$ cat config.mk
export PLATFORM = sky130hd
export DESIGN_NAME = bdt_port
export DESIGN_NICKNAME = d
export VERILOG_FILES = /design/src/bdt_pkg.sv /design/src/bdt_sync2.sv /design/src/bdt_elastic.sv /design/src/bdt_port.sv
export SDC_FILE = /design/constraint.sdc
export NUM_CORES = 1
export LEC_CHECK = 0
export BUFFER_PORTS_ARGS = -buffer_cell sky130_fd_sc_hd__buf_4
export CORE_MARGIN = 4
export CORE_UTILIZATION = 55
export DETAILED_ROUTE_END_ITERATION = 16
export PLACE_DENSITY = 0.82
export REMOVE_ABC_BUFFERS = 1
export SYNTH_ARGS = -nofsm -noshare
export SYNTH_HDL_FRONTEND = slang
export SYNTH_SLANG_ARGS = --single-unit
$ cat constraint.sdc
create_clock -name clk_sys -period 11.9 [get_ports clk_sys]
set_input_delay 2.975 -clock clk_sys [delete_from_list [all_inputs] [get_ports clk_sys]]
set_output_delay 2.975 -clock clk_sys [all_outputs]
set_load 0.01 [all_outputs]
$ cat src/bdt_pkg.sv
// Purpose: shared constants and carrier types for the two-bearer plus signalling TDM port
// Assumes: system clock at 25 MHz; all pin timing is recovered by sampling
// Notes: bit positions count from zero at the first bit after frame sync
//
// Operation
// - format one: bearer one, bearer two, two signalling bits in bits 0-17
// - format one with signalling port: signalling bits 16-17 go on that port
// - format two: bearer one, signalling, ignored bit, bearer two, signalling
// - format three: each bearer in any of 64 byte slots, tx and rx independent
// - format three: signalling in any of 256 two-bit slots, main or port pins
// - format four: bearer one, bearer two, eight ignored, two signalling bits
// - format four master drives 512 kHz bit clock and square frame sync a; code divides 25 MHz by 48, about 520.8 kHz
// - non-delayed mode: frame sync spans the eight bits of its slot
// - delayed mode: frame sync only marks the start of the first slot
// - sample transmit on falling clock edges, drive receive on rising edges
// - network end: open-drain slot strobe low in receive bearer slots only
// - subscriber master: sync a marks bearer one, sync b bearer two, clock out
// - non-delayed after reset; delayed chosen before slot assignment is used
// - new slot assignment takes effect on second frame after control access
// - signalling port shifted by free 16 kHz clock or by the bit clock
// - format three: signalling pairs at bits 0-1, 2-3, 4-5 or 6-7 of slot
// - signalling slot assignment unavailable with the 16 kHz port clock
// - format two slave: delayed timing only, no slot assignment
// - master: transmit and receive frames always aligned
// - programmable bearer slots only honoured in format three
// - three-frame elastic buffer each way; overrun or underrun slips one frame
// - control write is sixteen clocks then chip select high, then loaded

package bdt_pkg;

	// ---------------------------------------------------------------
	// clocking
	// ---------------------------------------------------------------
	localparam int CLK_SYS_KHZ = 25000;
	localparam int MASTER_BCLK_KHZ = 512;
	localparam int FRAME_KHZ = 8;
	localparam int SIG_CLK_KHZ = 16;
	localparam int MASTER_HALF = CLK_SYS_KHZ / (2 * MASTER_BCLK_KHZ);
	localparam int SIG_HALF = CLK_SYS_KHZ / (2 * SIG_CLK_KHZ);
	localparam int MASTER_FRAME_BITS = MASTER_BCLK_KHZ / FRAME_KHZ;
	localparam logic [4:0] MASTER_HALF_M1 = 5'(MASTER_HALF - 1);
	localparam logic [9:0] SIG_HALF_M1 = 10'(SIG_HALF - 1);
	localparam logic [8:0] MASTER_LAST = 9'(MASTER_FRAME_BITS - 1);
	localparam logic [8:0] MASTER_SQUARE = 9'(MASTER_FRAME_BITS / 2);
	localparam logic [8:0] POS_MAX = 9'h1ff;

	// ---------------------------------------------------------------
	// formats and bit positions
	// ---------------------------------------------------------------
	localparam logic [1:0] FMT_ONE = 2'h0;
	localparam logic [1:0] FMT_TWO = 2'h1;
	localparam logic [1:0] FMT_THREE = 2'h2;
	localparam logic [1:0] FMT_FOUR = 2'h3;
	localparam logic [8:0] SLOT_BITS = 9'h008;
	localparam logic [8:0] F1_B2 = 9'h008;
	localparam logic [8:0] F1_SIG = 9'h010;
	localparam logic [8:0] F1_END = 9'h012;
	localparam logic [8:0] F2_SIG1 = 9'h008;
	localparam logic [8:0] F2_B2 = 9'h00a;
	localparam logic [8:0] F2_SIG2 = 9'h012;
	localparam logic [8:0] F4_B2 = 9'h008;
	localparam logic [8:0] F4_GAP = 9'h010;
	localparam logic [8:0] F4_SIG = 9'h018;
	localparam logic [8:0] F4_END = 9'h01a;

	// ---------------------------------------------------------------
	// slot assignment writes
	// ---------------------------------------------------------------
	localparam logic [2:0] SEL_TX_B1 = 3'h0;
	localparam logic [2:0] SEL_TX_B2 = 3'h1;
	localparam logic [2:0] SEL_RX_B1 = 3'h2;
	localparam logic [2:0] SEL_RX_B2 = 3'h3;
	localparam logic [2:0] SEL_TX_SIG = 3'h4;
	localparam logic [2:0] SEL_RX_SIG = 3'h5;
	localparam logic [1:0] APPLY_FRAMES = 2'h2;

	localparam int EB_DEPTH = 3;
	localparam int PIN_W = 5;

	typedef struct packed {
		logic [1:0] fmt;
		logic master;
		logic delayed;
		logic sig_port_en;
		logic sig_port_bclk;
		logic network_end;
	} bdt_cfg_t;

	typedef struct packed {
		logic valid;
		logic [2:0] sel;
		logic [7:0] value;
	} bdt_slot_wr_t;

	typedef struct packed {
		logic [5:0] tx_b1;
		logic [5:0] tx_b2;
		logic [5:0] rx_b1;
		logic [5:0] rx_b2;
		logic [7:0] tx_sig;
		logic [7:0] rx_sig;
	} bdt_slots_t;

	typedef struct packed {
		logic [7:0] b1;
		logic [7:0] b2;
		logic [1:0] sig;
	} bdt_frame_t;

	typedef struct packed {
		logic b1;
		logic b2;
		logic sigm;
		logic sigp;
		logic [2:0] idx;
		logic sidx;
	} bdt_hit_t;

	localparam bdt_slots_t SLOTS_RST = '{tx_b1: 6'h00, tx_b2: 6'h01, rx_b1: 6'h00,
		rx_b2: 6'h01, tx_sig: 8'h08, rx_sig: 8'h08};

endpackage

$ cat src/bdt_sync2.sv
// Purpose: two-stage synchroniser for the sampled serial pins
// Assumes: inputs are asynchronous to clk_sys
// Notes: only the second stage leaves this module
`timescale 1ns/1ns
module bdt_sync2
	import bdt_pkg::*;
(
	input wire logic clk_sys,
	input wire logic rst_n,
	input wire logic [PIN_W-1:0] async_in,
	output logic [PIN_W-1:0] sync_out
);

	typedef struct packed {
		logic [PIN_W-1:0] s1;
		logic [PIN_W-1:0] s2;
	} bdt_sync_state_t;

	bdt_sync_state_t s_reg;
	bdt_sync_state_t s_next;

	always_comb begin
		s_next.s1 = async_in;
		s_next.s2 = s_reg.s1;
	end

	always_ff @(posedge clk_sys) begin
		if (!rst_n) begin
			s_reg <= '0;
		end else begin
			s_reg <= s_next;
		end
	end

	assign sync_out = s_reg.s2;

endmodule

$ cat src/bdt_elastic.sv
// Purpose: three-frame elastic store between serial port and line side
// Assumes: push and pop are single-cycle pulses on clk_sys
// Notes: head holds the last popped frame and repeats it on underrun
`timescale 1ns/1ns
module bdt_elastic
	import bdt_pkg::*;
(
	input wire logic clk_sys,
	input wire logic rst_n,
	input wire logic push,
	input wire bdt_frame_t push_data,
	input wire logic pop,
	output bdt_frame_t head,
	output logic slip
);

	typedef struct packed {
		bdt_frame_t [EB_DEPTH-1:0] mem;
		logic [1:0] wr;
		logic [1:0] rd;
		logic [1:0] cnt;
		bdt_frame_t head;
		logic slip;
	} bdt_eb_state_t;

	bdt_eb_state_t s_reg;
	bdt_eb_state_t s_next;

	function automatic logic [1:0] inc(input logic [1:0] p);
		inc = (p == 2'(EB_DEPTH - 1)) ? 2'h0 : p + 2'h1;
	endfunction

	always_comb begin
		s_next = s_reg;
		s_next.slip = 1'b0;
		if (pop) begin
			if (s_reg.cnt != 2'h0) begin
				s_next.head = s_reg.mem[s_reg.rd];
				s_next.rd = inc(s_reg.rd);
				s_next.cnt = s_next.cnt - 2'h1;
			end else begin
				s_next.slip = 1'b1;
			end
		end
		if (push) begin
			if (s_next.cnt == 2'(EB_DEPTH)) begin
				s_next.rd = inc(s_next.rd);
				s_next.cnt = s_next.cnt - 2'h1;
				s_next.slip = 1'b1;
			end
			s_next.mem[s_reg.wr] = push_data;
			s_next.wr = inc(s_reg.wr);
			s_next.cnt = s_next.cnt + 2'h1;
		end
	end

	always_ff @(posedge clk_sys) begin
		if (!rst_n) begin
			s_reg <= '0;
		end else begin
			s_reg <= s_next;
		end
	end

	assign head = s_reg.head;
	assign slip = s_reg.slip;

endmodule

$ cat src/bdt_port.sv
// Purpose: serial time-slot engine for two bearers and one signalling channel
// Assumes: cfg, slot_wr and line_tick are on clk_sys; all pins are asynchronous
// Notes: slave bit clock is edge-detected from samples, so it must stay well
//        below a quarter of clk_sys
`timescale 1ns/1ns
module bdt_port
	import bdt_pkg::*;
(
	input wire logic clk_sys,
	input wire logic rst_n,
	input wire bdt_cfg_t cfg,
	input wire bdt_slot_wr_t slot_wr,
	input wire logic bit_clock_in,
	output logic bit_clock_out,
	output logic bit_clock_oe,
	input wire logic frame_sync_a_in,
	output logic frame_sync_a_out,
	output logic frame_sync_a_oe,
	input wire logic frame_sync_b_in,
	output logic frame_sync_b_out,
	output logic frame_sync_b_oe,
	input wire logic bearer_tx_in,
	output logic bearer_rx_out,
	output logic bearer_rx_oe,
	output logic rx_slot_strobe_out,
	output logic rx_slot_strobe_oe,
	input wire logic sig_tx_in,
	output logic sig_rx_out,
	output logic sig_rx_oe,
	output logic sig_port_clock_out,
	output logic sig_port_clock_oe,
	input wire logic line_tick,
	input wire bdt_frame_t line_rx_word,
	output bdt_frame_t line_tx_word,
	output logic tx_slip,
	output logic rx_slip
);

	// ---------------------------------------------------------------
	// state
	// ---------------------------------------------------------------
	typedef struct packed {
		logic [4:0] bdiv;
		logic bclk_o;
		logic bclk_oe;
		logic bclk_prev;
		logic fsa_r;
		logic fsb_r;
		logic fsa_f1;
		logic fsa_f2;
		logic fsb_f1;
		logic fsb_f2;
		logic fsa_o;
		logic fsb_o;
		logic fs_oe;
		logic [8:0] tx_pos;
		logic [8:0] rx_pos;
		logic tx_run;
		logic rx_run;
		bdt_frame_t tx_word;
		bdt_frame_t tx_out;
		bdt_frame_t rx_word;
		logic tx_push;
		logic rx_pop;
		logic brx_o;
		logic brx_oe;
		logic strobe_o;
		logic strobe_oe;
		logic srx_o;
		logic srx_oe;
		logic [9:0] sdiv;
		logic sclk_o;
		logic sclk_oe;
		logic sbit;
		bdt_slots_t act;
		bdt_slots_t shd;
		logic [1:0] pend;
	} bdt_state_t;

	typedef struct packed {
		logic bclk;
		logic frame_sync_a;
		logic frame_sync_b;
		logic btx;
		logic stx;
	} bdt_pins_t;

	bdt_state_t s_reg;
	bdt_state_t s_next;
	bdt_pins_t pin;
	bdt_frame_t rx_head;

	// ---------------------------------------------------------------
	// submodules
	// ---------------------------------------------------------------
	bdt_sync2 u_sync (
		.clk_sys(clk_sys),
		.rst_n(rst_n),
		.async_in({bit_clock_in, frame_sync_a_in, frame_sync_b_in, bearer_tx_in, sig_tx_in}),
		.sync_out(pin)
	);

	bdt_elastic u_tx_buf (
		.clk_sys(clk_sys),
		.rst_n(rst_n),
		.push(s_reg.tx_push),
		.push_data(s_reg.tx_out),
		.pop(line_tick),
		.head(line_tx_word),
		.slip(tx_slip)
	);

	bdt_elastic u_rx_buf (
		.clk_sys(clk_sys),
		.rst_n(rst_n),
		.push(line_tick),
		.push_data(line_rx_word),
		.pop(s_reg.rx_pop),
		.head(rx_head),
		.slip(rx_slip)
	);

	// ---------------------------------------------------------------
	// bit position to channel map
	// ---------------------------------------------------------------
	function automatic bdt_hit_t map_pos(input logic [8:0] pos, input bdt_cfg_t c,
		input logic [5:0] s1, input logic [5:0] s2, input logic [7:0] sd);
		bdt_hit_t h;
		logic sig_in;
		logic [8:0] off;
		h = '0;
		sig_in = 1'b0;
		off = pos - F2_B2;
		case (c.fmt)
			FMT_ONE: begin
				if (pos < F1_B2) begin
					h.b1 = 1'b1;
				end else if (pos < F1_SIG) begin
					h.b2 = 1'b1;
				end else if (pos < F1_END) begin
					sig_in = 1'b1;
				end
				h.idx = pos[2:0];
				h.sidx = pos[0];
			end
			FMT_TWO: begin
				if (pos < F2_SIG1) begin
					h.b1 = 1'b1;
					h.idx = pos[2:0];
				end else if (pos == F2_SIG1) begin
					sig_in = 1'b1;
					h.sidx = 1'b0;
				end else if (pos >= F2_B2 && pos < F2_SIG2) begin
					h.b2 = 1'b1;
					h.idx = off[2:0];
				end else if (pos == F2_SIG2) begin
					sig_in = 1'b1;
					h.sidx = 1'b1;
				end
			end
			FMT_THREE: begin
				h.idx = pos[2:0];
				h.sidx = pos[0];
				if (pos[8:3] == s1) begin
					h.b1 = 1'b1;
				end else if (pos[8:3] == s2) begin
					h.b2 = 1'b1;
				end else if (pos[8:1] == sd) begin
					sig_in = 1'b1;
				end
			end
			default: begin
				if (pos < F4_B2) begin
					h.b1 = 1'b1;
				end else if (pos < F4_GAP) begin
					h.b2 = 1'b1;
				end else if (pos >= F4_SIG && pos < F4_END) begin
					sig_in = 1'b1;
				end
				h.idx = pos[2:0];
				h.sidx = pos[0];
			end
		endcase
		if (sig_in) begin
			if (!c.sig_port_en) begin
				h.sigm = 1'b1;
			end else if (c.sig_port_bclk) begin
				h.sigp = 1'b1;
			end
		end
		map_pos = h;
	endfunction

	// ---------------------------------------------------------------
	// next state
	// ---------------------------------------------------------------
	always_comb begin
		bdt_hit_t ht;
		bdt_hit_t hr;
		bdt_frame_t cur_rx;
		logic rise;
		logic fall;
		logic dly;
		logic st_tx;
		logic st_rx;
		logic drise;
		logic dfall;
		logic [8:0] ptx;
		logic [8:0] prx;
		logic [8:0] b2s;
		ht = '0;
		hr = '0;
		cur_rx = s_reg.rx_word;
		rise = 1'b0;
		fall = 1'b0;
		drise = 1'b0;
		dfall = 1'b0;
		st_tx = 1'b0;
		st_rx = 1'b0;
		ptx = 9'h000;
		prx = 9'h000;
		s_next = s_reg;
		s_next.tx_push = 1'b0;
		s_next.rx_pop = 1'b0;
		s_next.strobe_o = 1'b0;
		dly = (cfg.fmt == FMT_TWO) ? 1'b1 : (cfg.fmt == FMT_FOUR) ? 1'b0 : cfg.delayed;
		b2s = (cfg.fmt == FMT_TWO) ? F2_B2 : F1_B2;

		if (cfg.master) begin
			if (s_reg.bdiv == MASTER_HALF_M1) begin
				s_next.bdiv = 5'h00;
				s_next.bclk_o = ~s_reg.bclk_o;
				rise = ~s_reg.bclk_o;
				fall = s_reg.bclk_o;
			end else begin
				s_next.bdiv = s_reg.bdiv + 5'h01;
			end
		end else begin
			s_next.bdiv = 5'h00;
			s_next.bclk_o = 1'b0;
			rise = pin.bclk & ~s_reg.bclk_prev;
			fall = ~pin.bclk & s_reg.bclk_prev;
		end
		s_next.bclk_prev = pin.bclk;
		s_next.bclk_oe = cfg.master;
		s_next.fs_oe = cfg.master;

		// frame sync history for slave detection
		if (rise) begin
			s_next.fsa_r = pin.frame_sync_a;
			s_next.fsb_r = pin.frame_sync_b;
		end
		if (fall) begin
			s_next.fsa_f1 = pin.frame_sync_a;
			s_next.fsa_f2 = s_reg.fsa_f1;
			s_next.fsb_f1 = pin.frame_sync_b;
			s_next.fsb_f2 = s_reg.fsb_f1;
		end

		if (cfg.master) begin
			st_tx = (s_reg.tx_pos == MASTER_LAST) || !s_reg.tx_run;
			st_rx = st_tx;
		end else if (dly) begin
			st_tx = s_reg.fsa_f1 & ~s_reg.fsa_f2;
			st_rx = s_reg.fsb_f1 & ~s_reg.fsb_f2;
		end else begin
			st_tx = pin.frame_sync_a & ~s_reg.fsa_r;
			st_rx = pin.frame_sync_b & ~s_reg.fsb_r;
		end
		ptx = st_tx ? 9'h000 : (s_reg.tx_pos == POS_MAX) ? POS_MAX : s_reg.tx_pos + 9'h001;
		prx = st_rx ? 9'h000 : (s_reg.rx_pos == POS_MAX) ? POS_MAX : s_reg.rx_pos + 9'h001;

		if (rise) begin
			if (st_tx && s_reg.tx_run) begin
				s_next.tx_push = 1'b1;
				s_next.tx_out = s_reg.tx_word;
			end
			s_next.tx_pos = ptx;
			s_next.tx_run = st_tx | (s_reg.tx_run & (s_reg.tx_pos != POS_MAX));
			if (st_rx) begin
				s_next.rx_pop = 1'b1;
				cur_rx = rx_head;
				s_next.rx_word = rx_head;
			end
			s_next.rx_pos = prx;
			s_next.rx_run = st_rx | (s_reg.rx_run & (s_reg.rx_pos != POS_MAX));
			hr = map_pos(prx, cfg, s_reg.act.rx_b1, s_reg.act.rx_b2, s_reg.act.rx_sig);
			if (hr.b1) begin
				s_next.brx_o = cur_rx.b1[~hr.idx];
			end else if (hr.b2) begin
				s_next.brx_o = cur_rx.b2[~hr.idx];
			end else begin
				s_next.brx_o = cur_rx.sig[~hr.sidx];
			end
			s_next.brx_oe = s_next.rx_run & (hr.b1 | hr.b2 | hr.sigm);
			// strobe pulls low in rx bearer slots
			s_next.strobe_oe = cfg.network_end & s_next.rx_run & (hr.b1 | hr.b2);
			if (!(cfg.sig_port_en && !cfg.sig_port_bclk)) begin
				s_next.srx_o = cur_rx.sig[~hr.sidx];
				s_next.srx_oe = s_next.rx_run & hr.sigp;
			end
			if (cfg.fmt == FMT_FOUR) begin
				s_next.fsa_o = ptx < MASTER_SQUARE;
				s_next.fsb_o = (ptx >= F4_B2) && (ptx < F4_GAP);
			end else if (dly) begin
				s_next.fsa_o = ptx == MASTER_LAST;
				s_next.fsb_o = ptx == (b2s - 9'h001);
			end else begin
				s_next.fsa_o = ptx < SLOT_BITS;
				s_next.fsb_o = (ptx >= b2s) && (ptx < (b2s + SLOT_BITS));
			end
		end
		if (!cfg.master) begin
			s_next.fsa_o = 1'b0;
			s_next.fsb_o = 1'b0;
		end
		if (!cfg.network_end) begin
			s_next.strobe_oe = 1'b0;
		end

		if (fall && s_reg.tx_run) begin
			ht = map_pos(s_reg.tx_pos, cfg, s_reg.act.tx_b1, s_reg.act.tx_b2, s_reg.act.tx_sig);
			if (ht.b1) begin
				s_next.tx_word.b1[~ht.idx] = pin.btx;
			end else if (ht.b2) begin
				s_next.tx_word.b2[~ht.idx] = pin.btx;
			end else if (ht.sigm) begin
				s_next.tx_word.sig[~ht.sidx] = pin.btx;
			end else if (ht.sigp) begin
				s_next.tx_word.sig[~ht.sidx] = pin.stx;
			end
		end

		if (cfg.sig_port_en && !cfg.sig_port_bclk) begin
			s_next.sclk_oe = 1'b1;
			if (s_reg.sdiv == SIG_HALF_M1) begin
				s_next.sdiv = 10'h000;
				s_next.sclk_o = ~s_reg.sclk_o;
				drise = ~s_reg.sclk_o;
				dfall = s_reg.sclk_o;
			end else begin
				s_next.sdiv = s_reg.sdiv + 10'h001;
			end
			s_next.srx_oe = 1'b1;
			if (drise) begin
				s_next.srx_o = s_reg.rx_word.sig[~s_reg.sbit];
			end
			if (dfall) begin
				s_next.tx_word.sig[~s_reg.sbit] = pin.stx;
				s_next.sbit = ~s_reg.sbit;
			end
		end else begin
			s_next.sclk_oe = 1'b0;
			s_next.sclk_o = 1'b0;
			s_next.sdiv = 10'h000;
			s_next.sbit = 1'b0;
		end

		if (rise && st_tx && s_reg.pend != 2'h0) begin
			s_next.pend = s_reg.pend - 2'h1;
			if (s_reg.pend == 2'h1) begin
				s_next.act = s_reg.shd;
			end
		end
		if (slot_wr.valid) begin
			s_next.pend = APPLY_FRAMES;
			if (slot_wr.sel == SEL_TX_B1) begin
				s_next.shd.tx_b1 = slot_wr.value[5:0];
			end else if (slot_wr.sel == SEL_TX_B2) begin
				s_next.shd.tx_b2 = slot_wr.value[5:0];
			end else if (slot_wr.sel == SEL_RX_B1) begin
				s_next.shd.rx_b1 = slot_wr.value[5:0];
			end else if (slot_wr.sel == SEL_RX_B2) begin
				s_next.shd.rx_b2 = slot_wr.value[5:0];
			end else if (slot_wr.sel == SEL_TX_SIG) begin
				s_next.shd.tx_sig = slot_wr.value;
			end else if (slot_wr.sel == SEL_RX_SIG) begin
				s_next.shd.rx_sig = slot_wr.value;
			end
		end
	end

	always_ff @(posedge clk_sys) begin
		if (!rst_n) begin
			s_reg <= '0;
			s_reg.act <= SLOTS_RST;
			s_reg.shd <= SLOTS_RST;
		end else begin
			s_reg <= s_next;
		end
	end

	// ---------------------------------------------------------------
	// pins
	// ---------------------------------------------------------------
	assign bit_clock_out = s_reg.bclk_o;
	assign bit_clock_oe = s_reg.bclk_oe;
	assign frame_sync_a_out = s_reg.fsa_o;
	assign frame_sync_a_oe = s_reg.fs_oe;
	assign frame_sync_b_out = s_reg.fsb_o;
	assign frame_sync_b_oe = s_reg.fs_oe;
	assign bearer_rx_out = s_reg.brx_o;
	assign bearer_rx_oe = s_reg.brx_oe;
	assign rx_slot_strobe_out = s_reg.strobe_o;
	assign rx_slot_strobe_oe = s_reg.strobe_oe;
	assign sig_rx_out = s_reg.srx_o;
	assign sig_rx_oe = s_reg.srx_oe;
	assign sig_port_clock_out = s_reg.sclk_o;
	assign sig_port_clock_oe = s_reg.sclk_oe;

endmodule

* Word-level counts from Yosys, hierarchy flattened *
Cells that the tools add are included.

word-level totals
  bits of input ports = 45
  register bits after elaboration = 361
  word-level logic and storage cells = 423

operators by class
  mux-type cells = 166
  reduce and logical (&&, ||, !) cells = 45
  $lt $le $gt $ge = 32
  add/subtract/negate cells = 21
  equality and inequality tests = 36
  bitwise operators = 38

operator list
  cell                                                               count
  bitwise mux 54 bit                                                 2
  two-way mux 18 bit                                                 6
  two-way mux 1 bit                                                  88
  binary-select mux 18 bit (select 2 bit)                            2
  demux 18 bit (select 2 bit)                                        2
  less-than comparator 9 x 5 -> 1 bit, second input constant         7
  two-way mux 2 bit                                                  28
  two-way mux 23 bit                                                 2
  two-way mux 22 bit                                                 2
  two-way mux 4 bit                                                  10
  two-way mux 9 bit                                                  4
  greater-or-equal comparator 9 x 4 -> 1 bit, second input constant  3
  less-than comparator 9 x 4 -> 1 bit, second input constant         3
  == test 6 bit                                                      4
  == test 2 bit, second input constant                               10
  NOT 1 bit                                                          20
  AND reduction 2 bit                                                10
  adder 9 x 1 -> 9 bit, second input constant                        2
  == test 9 x 4 -> 1 bit, second input constant                      2
  == test 9 x 5 -> 1 bit, second input constant                      2
  == test 9 x 6 -> 1 bit, second input constant                      2
  == test 9 bit, second input constant                               2
  greater-or-equal comparator 9 x 5 -> 1 bit, second input constant  2
  two-way mux 3 bit                                                  6
  other kinds (48)                                                   117

* Logic depth before layout (Yosys ltp) *
Gate-level depths: netlist of the first run.

  depth after elaboration = 21
  gate-level depth with buffers = 16
  depth with buffers taken out = 13

* By module *
Synthesis of the first run repeated with hierarchy kept, for this count alone.

second synthesis, totals
  cells, all modules = 1994
  area total of the unflattened synthesis = 16575.9 um^2

modules (own cells, without submodules)
  module       instances  cells each  area each (um^2)
  bdt_port     1          1190        9328.9
  bdt_elastic  2          392         3492.1
  bdt_sync2    1          20          262.8

* Worst setup path before layout of the first run *
OpenSTA, ideal clock, no wires.

  kind = input port to flip-flop
  from = input cfg[5] (netlist bit)
  to = register s_reg, in the netlist bearer_rx_out
  required time = 11.816 ns
  stages = 13
  setup time = 0.084 ns
  path slack = 6.048 ns
  path buffers = 1
  data arrival time = 5.768 ns
  cells stage by stage = buf_2 > nor2b_1 > a2111oi_4 > or3_4 > o21ai_1 > ha_1 > nand2_1 > o21ai_0 > nor3_1 > a2111oi_4 > or4b_1 > nor4bb_1 > o31ai_2

between the ends
  word-level cells in the longest chain between the ends = 18
  elaborated cells between the ends (all ways) = 49

ends and longest elaborated chain
  item                                                                                                      line                              RTL
  start: declaration                                                                                        bdt_port.sv:11                    input wire bdt_cfg_t cfg,
  == test 2 bit                                                                                             bdt_port.sv:226                   dly = (cfg.fmt == FMT_TWO) ? 1'b1 : (cfg.fmt == FMT_FOUR) ? 1'b0 : cfg.delayed;
  two-way mux 1 bit (2 in a row)                                                                            bdt_port.sv:226
  two-way mux 1 bit                                                                                         bdt_port.sv:263                   end else if (dly) begin
  two-way mux 1 bit                                                                                         bdt_port.sv:260                   if (cfg.master) begin
  two-way mux 9 bit                                                                                         bdt_port.sv:271                   prx = st_rx ? 9'h000 : (s_reg.rx_pos == POS_MAX) ? POS_MAX : s_reg.rx_pos + 9'h001;
  greater-or-equal comparator 9 x 4 -> 1 bit / less-than comparator 9 x 5 -> 1 bit (equally long branches)  bdt_port.sv:153                   end else if (pos >= F2_B2 && pos < F2_SIG2) begin
  logical AND 1 bit                                                                                         bdt_port.sv:153
  two-way mux 3 bit                                                                                         bdt_port.sv:153
  two-way mux 3 bit                                                                                         bdt_port.sv:150                   end else if (pos == F2_SIG1) begin
  two-way mux 3 bit                                                                                         bdt_port.sv:147                   if (pos < F2_SIG1) begin
  two-way mux 4 bit                                                                                         bdt_port.sv:134                   case (c.fmt)
  two-way mux 4 bit                                                                                         bdt_port.sv:273                   if (rise) begin
  NOT 3 bit                                                                                                 bdt_port.sv:289, bdt_port.sv:291
  binary-select mux 1 bit (select 3 bit)                                                                    bdt_port.sv:291                   s_next.brx_o = cur_rx.b2[~hr.idx];
  two-way mux 1 bit (not written as such)                                                                   bdt_port.sv:291
  two-way mux 1 bit                                                                                         bdt_port.sv:290                   end else if (hr.b2) begin
  two-way mux 1 bit *                                                                                       bdt_port.sv:288                   if (hr.b1) begin
  end signal: assignment                                                                                    bdt_port.sv:389                   s_reg <= s_next;
  end: declaration                                                                                          bdt_port.sv:88                    bdt_state_t s_reg;

Every way passes the cells marked *; elsewhere a longest branch is shown, timed or not. The select of a mux whose other input is x is not followed.
A chain may end at the register's enable or synchronous reset.

* Worst setup path in the final report of the first run *
  from = input cfg[6] (netlist bit)
  to = register s_reg, in the netlist bearer_rx_out

Same word-level chain as after synthesis.

==> impl_metrics.toml, run 1 <==
[outcome]
outcome = "finished clean"

[drt]
dr.pass1.iters = 7
drc = 0
ant_nets = 0
vias_per_cell = 5.78
wl_per_cell_um = 16.3
drtIter0Drc = 1153
via_count = 14300
wl_um = 40200

[cells_and_area]
final_area_um2 = 18900
areaGrowthSynthToFinish_pct = 9.87
fin_nets = 2103
drive_gt1_frac = 0.0974
largest_register_ffs = 181

[synthesis]
synth_warnings = 0
ys.flop_type = "dfxtp_1"
syn_avg_cell_area_um2 = 8.32
yosysUniqueCellTypes = 95
synth_commonest_cells = "nand2_1 (530), dfxtp_1 (360), a21boi_0 (227)"
synthTopCellsByArea = "dfxtp_1 (42%), nand2_1 (12%), a21boi_0 (9.9%), mux2i_1 (3.9%), clkbuf_1 (2.5%)"
synth_top_area_share = 0.418
synth_area_um2 = 17200
synth-edff-count = 0
yosysTopAreaCell = "dfxtp_1"
ys_async_sr_fraction = 0
yosys_register_bits = 360
syn_inst = 2073
yosysMostFrequentCell = "nand2_1"
ys_seq_area_frac = 0.418

[sta]
clock_skew_ns = 0.0210
period_needed_ns = 6.36
setup_tns_ns = 0
final_hold_viol_count = 0
holdWs_ns = 0.432
min_period_over_period = 0.535
setup_viol = 0
fmax_mhz = 157
worstMarginPinSlew_ns = 1.19
rsz0062_at_grt = "no"
relSlewSlack = 0.201
drv_slew = 0

[clocking]
tritoncts = "done"
root_buffer = "clkbuf_16"
clockBufferDepth = 3
insertion_delay_ns = 0.53
cts.clk_slew.worst_paths_ns = 0.06
cts_resized = 0
cts_inserted_buffers = 38
htreeDepth = 2
cts_setup_buffers = 0
cts.sinks = 360
holdBufCountCts = 0

[die]
die_area_um2 = 34200
io_pins = 79
core_um2 = 30700
die_width_um = 185
initial_utilization = 0.561
placementRows = 64
die_h_um = 185

[placed_design]
postPlaceCellArea_um2 = 17700
portBuffers = 77
place_congestion = 0.948
hpwl_um = 26800

[flow_run]
drv_cap = 0

[min_path]
holdCritStartpoint = "u_sync.s_next[4]"
hold_class = "reg -> reg"

[grt]
first_global_vias = 13700
grt_remaining_overflow = 0
grt_max_degree = 139
grt_use_total = 0.231
grt_first_pass_wirelength_um = 67100
antenna_found_initial = 1

[setup_path]
worst-path-max-fanout = 22
crit_path_end_kind = "flip-flop"
critical_path_class = "in -> reg"
reg2reg_from = "s_reg[168]"
worstPathArrival_ns = 6.82
startpoint = "cfg[6]"
crit_required_ns = 12.35
worstSetupStartpointType = "input pin"

[power]
ir_worst_vdd_mv = 0.0851
cellPowerDensity_nw_per_um2 = 134
p_leak_nw = 6.68
[final timing paths]
kind / to / slack, ns / depth (start not counted)
hold / removal: u_sync.sync_out[4] / 0.43 / 1
setup / recovery: bearer_rx_out / 5.54 / 14
hold reg to reg: u_sync.sync_out[4] / 0.43 / 1
setup reg to reg: bearer_rx_out / 7.55 / 13
[through the flow]
step | worst slack (ns) | util | power, mW | cells
after global routing | 5.25 | 0.616 | 2.63 | 2470
after global placement | 5.12 | 0.574 | 1.38 | 2400
final | 5.54 | 0.616 | 2.54 | 2470
after CTS | 5.58 | 0.616 | 2.56 | 2469
after floorplan | 5.07 | - | 1.32 | 1909
after detailed placement | 5.09 | 0.574 | 1.38 | 2400
[metal layers]
metal / share of wire / track usage / vias to the layer above
li1: - / - / 7068
met1: 0.44 / 0.302 / 6773
met3: 0.048 / 0.0342 / 76
met2: 0.48 / 0.395 / 366
met5: 0 / 0 / -
met4: 0.028 / 0.0749 / 0
[cells by family after synthesis]
logic type	share of synthesized area
other cells	0.000218
mux	0.0395
buf+inv	0.0522
xor+xnor	0.0229
flops	0.418
fa+ha+maj	0.0102
compound gates	0.222
simple gates	0.235
[where the power goes]
part / switching, mW / internal, mW / total (mW)
logic: 0.0718 / 0.0495 / 0.121
clock network: 0.473 / 0.716 / 1.19
registers: 0.0114 / 1.22 / 1.23
total: 0.557 / 1.99 / 2.54
[final cells by class]
class	instances	area [µm²]
fillers	2635	11800
clock inverters	10	121
diodes	1	2.50
inverters	22	82.6
repair buffers	95	719
flip-flops and latches	360	7210
well taps	396	495
multi-input cells	1527	9150
clock buffers	59	1160
[worst max-delay path: stages]
cell and delay [ns]:
buf_4 0.15, nand2b_4 0.24, inv_1 0.35, a2111oi_4 0.48
or3_4 0.38, o21ai_1 0.28, ha_1 0.27, nand2_1 0.07
o21ai_0 0.14, or2_4 0.32, a2111oi_4 0.36, or4b_1 0.46
nor4bb_1 0.15, o31ai_2 0.18
[cell usage in the layout (no fill, tap or decap), types with 10 or more instances in the layout]
master and instances:
xor2_1 16, and2_1 40, and3_1 10, buf_4 94, o21ai_0 67, nor2b_1 50, dfxtp_1 360, a31oi_1 16
a22oi_1 21, nor2_1 76, nand3_1 37, xnor2_1 29, clkbuf_16 38, nand4_1 13, nand2b_1 15, ha_1 14
o211a_1 25, nor3_1 27, o211ai_1 29, inv_1 22, clkbuf_8 14, mux2i_1 68, nand2_1 530, a21oi_1 44
a21boi_0 227
Power figures use the tool's default switching activity.
==> run 2, diff against run 1 <==
==> constraint.sdc (replaced) <==
create_clock -name clk_sys -period 6.35 [get_ports clk_sys]
set_input_delay 1.5875 -clock clk_sys [delete_from_list [all_inputs] [get_ports clk_sys]]
set_output_delay 1.5875 -clock clk_sys [all_outputs]
set_load 0.01 [all_outputs]
==> run 2 against run 1 <==
Effect of this change:
- power up 91%
- setup slack lost 3.8 ns
- cell count unchanged
- highest routed layer unchanged
- sequential share of layout area decreased by 0.11 points
- register-to-register slack lost 5.6 ns
- global-route usage about the same
==> impl_metrics.toml, run 2 (synthesis gave the netlist of run 1 again) <==
[outcome]
outcome = "finished clean"

[drt]
dr.pass1.iters = 5
drc = 0
via_count = 14300
drtIter0Drc = 1106
ant_nets = 0
vias_per_cell = 5.79
wl_per_cell_um = 16.3
wl_um = 40400

[placed_design]
place_congestion = 0.924
portBuffers = 77
hpwl_um = 27000
postPlaceCellArea_um2 = 17700

[die]
io_pins = 79
core_um2 = 30700
die_h_um = 185
placementRows = 64
die_area_um2 = 34200
initial_utilization = 0.561
die_width_um = 185

[clocking]
root_buffer = "clkbuf_16"
cts_resized = 0
htreeDepth = 2
cts.clk_slew.worst_paths_ns = 0.06
tritoncts = "done"
insertion_delay_ns = 0.52
cts.sinks = 360
cts_inserted_buffers = 39
clockBufferDepth = 3
holdBufCountCts = 0
cts_setup_buffers = 0

[setup_path]
worst-path-max-fanout = 22
cp_slowest_cell = "or4b_1"
crit_path_end_kind = "flip-flop"
cp_cell_sequence = "buf_4, nand2b_4, inv_1, a2111oi_4, or3_4, o21ai_1, ha_1, nand2_1, o21ai_0, or2_4, a2111oi_4, or4b_1, nor4bb_1, o31ai_2"
crit_path_max_incr_delay_ns = 0.48
worstPathArrival_ns = 5.08
worstSetupStartpointType = "input pin"
crit_required_ns = 6.79
critical_path_class = "in -> reg"
path_common_cell = "a2111oi_4"

[sta]
worstMarginPinSlew_ns = 1.21
min_period_over_period = 0.731
setup_viol = 0
relSlewSlack = 0.189
drv_slew = 0
clock_skew_ns = 0.0234
period_needed_ns = 4.64
fmax_mhz = 215
setup_tns_ns = 0
rsz0062_at_grt = "no"
final_hold_viol_count = 0

[cells_and_area]
areaGrowthSynthToFinish_pct = 10.2
final_area_um2 = 19000
drive_gt1_frac = 0.0993
final_common_cell = "nand2_1"
n_fill_cell = 2606
largest_register_ffs = 181
layout_common_cells = "nand2_1 (530), dfxtp_1 (360), a21boi_0 (227)"
fin_nets = 2105
diodes = 0

[min_path]
hold_class = "reg -> reg"

[grt]
grt_remaining_overflow = 0
antenna_found_initial = 0
grt_use_total = 0.231
first_global_vias = 13600
grt_max_degree = 133
grt_first_pass_wirelength_um = 66900

[power]
ir_worst_vdd_mv = 0.173
cellPowerDensity_nw_per_um2 = 256
p_leak_nw = 6.71

[flow_run]
drv_cap = 0
-- run 2: area by class of cell --
class | count | area [µm²] | area share
clock inverters | 17 | 224 | 0.0118
multi-input cells | 1527 | 9150 | 0.482
well taps | 396 | 495 | 0.0261
repair buffers | 96 | 727 | 0.0383
inverters | 22 | 82.6 | 0.00435
clock buffers | 52 | 1100 | 0.0582
flip-flops and latches | 360 | 7210 | 0.379
-- run 2: worst max-delay path: cells and delay by family --
kind / cells / cell delay (ns)
buffers and inverters: 2 / 0.26
AO/OA/AOI/OAI: 5 / 1.31
adder cells (fa/ha/maj): 1 / 0.27
AND/OR/NAND/NOR: 6 / 1.64
-- run 2: routing by layer --
metal,vias up,routed length (µm),part of all wire,GRT usage
met2,370,19600,0.49,0.401
met4,0,773,0.019,0.0602
met5,-,0,0,0
met3,57,2120,0.053,0.0334
li1,7056,-,-,-
met1,6825,17900,0.44,0.304
-- run 2: power by group --
part	internal, mW	switching [mW]	leakage, nW
Combinational	0.0932	0.136	3.14
Clock	1.43	0.897	0.659
Sequential	2.29	0.0215	2.91
Total	3.81	1.05	6.71
-- run 2: metrics by stage --
step / util / worst slack (ns) / hold slack, ns / power, mW / std cells
3_3_place_gp: 0.574 / 1.36 / 0.431 / 2.58 / 2401
6_report: 0.618 / 1.71 / 0.434 / 4.86 / 2470
4_1_cts: 0.618 / 1.71 / 0.441 / 4.90 / 2470
2_1_floorplan: - / 0.911 / 0.412 / 2.47 / 1909
3_5_place_dp: 0.574 / 1.18 / 0.430 / 2.59 / 2401
5_1_grt: 0.618 / 1.48 / 0.462 / 5.03 / 2470
-- run 2: path summary, 6_finish.rpt --
path / slack (ns) / from / cells past startpoint / endpoint
worst max register to register: 1.95 / s_reg[168] / 13 / bearer_rx_out
worst min register to register: 0.43 / u_sync.s_next[4] / 1 / u_sync.sync_out[4]
worst min-delay path: 0.43 / u_sync.s_next[4] / 1 / u_sync.sync_out[4]
worst max-delay path: 1.71 / cfg[6] / 14 / bearer_rx_out
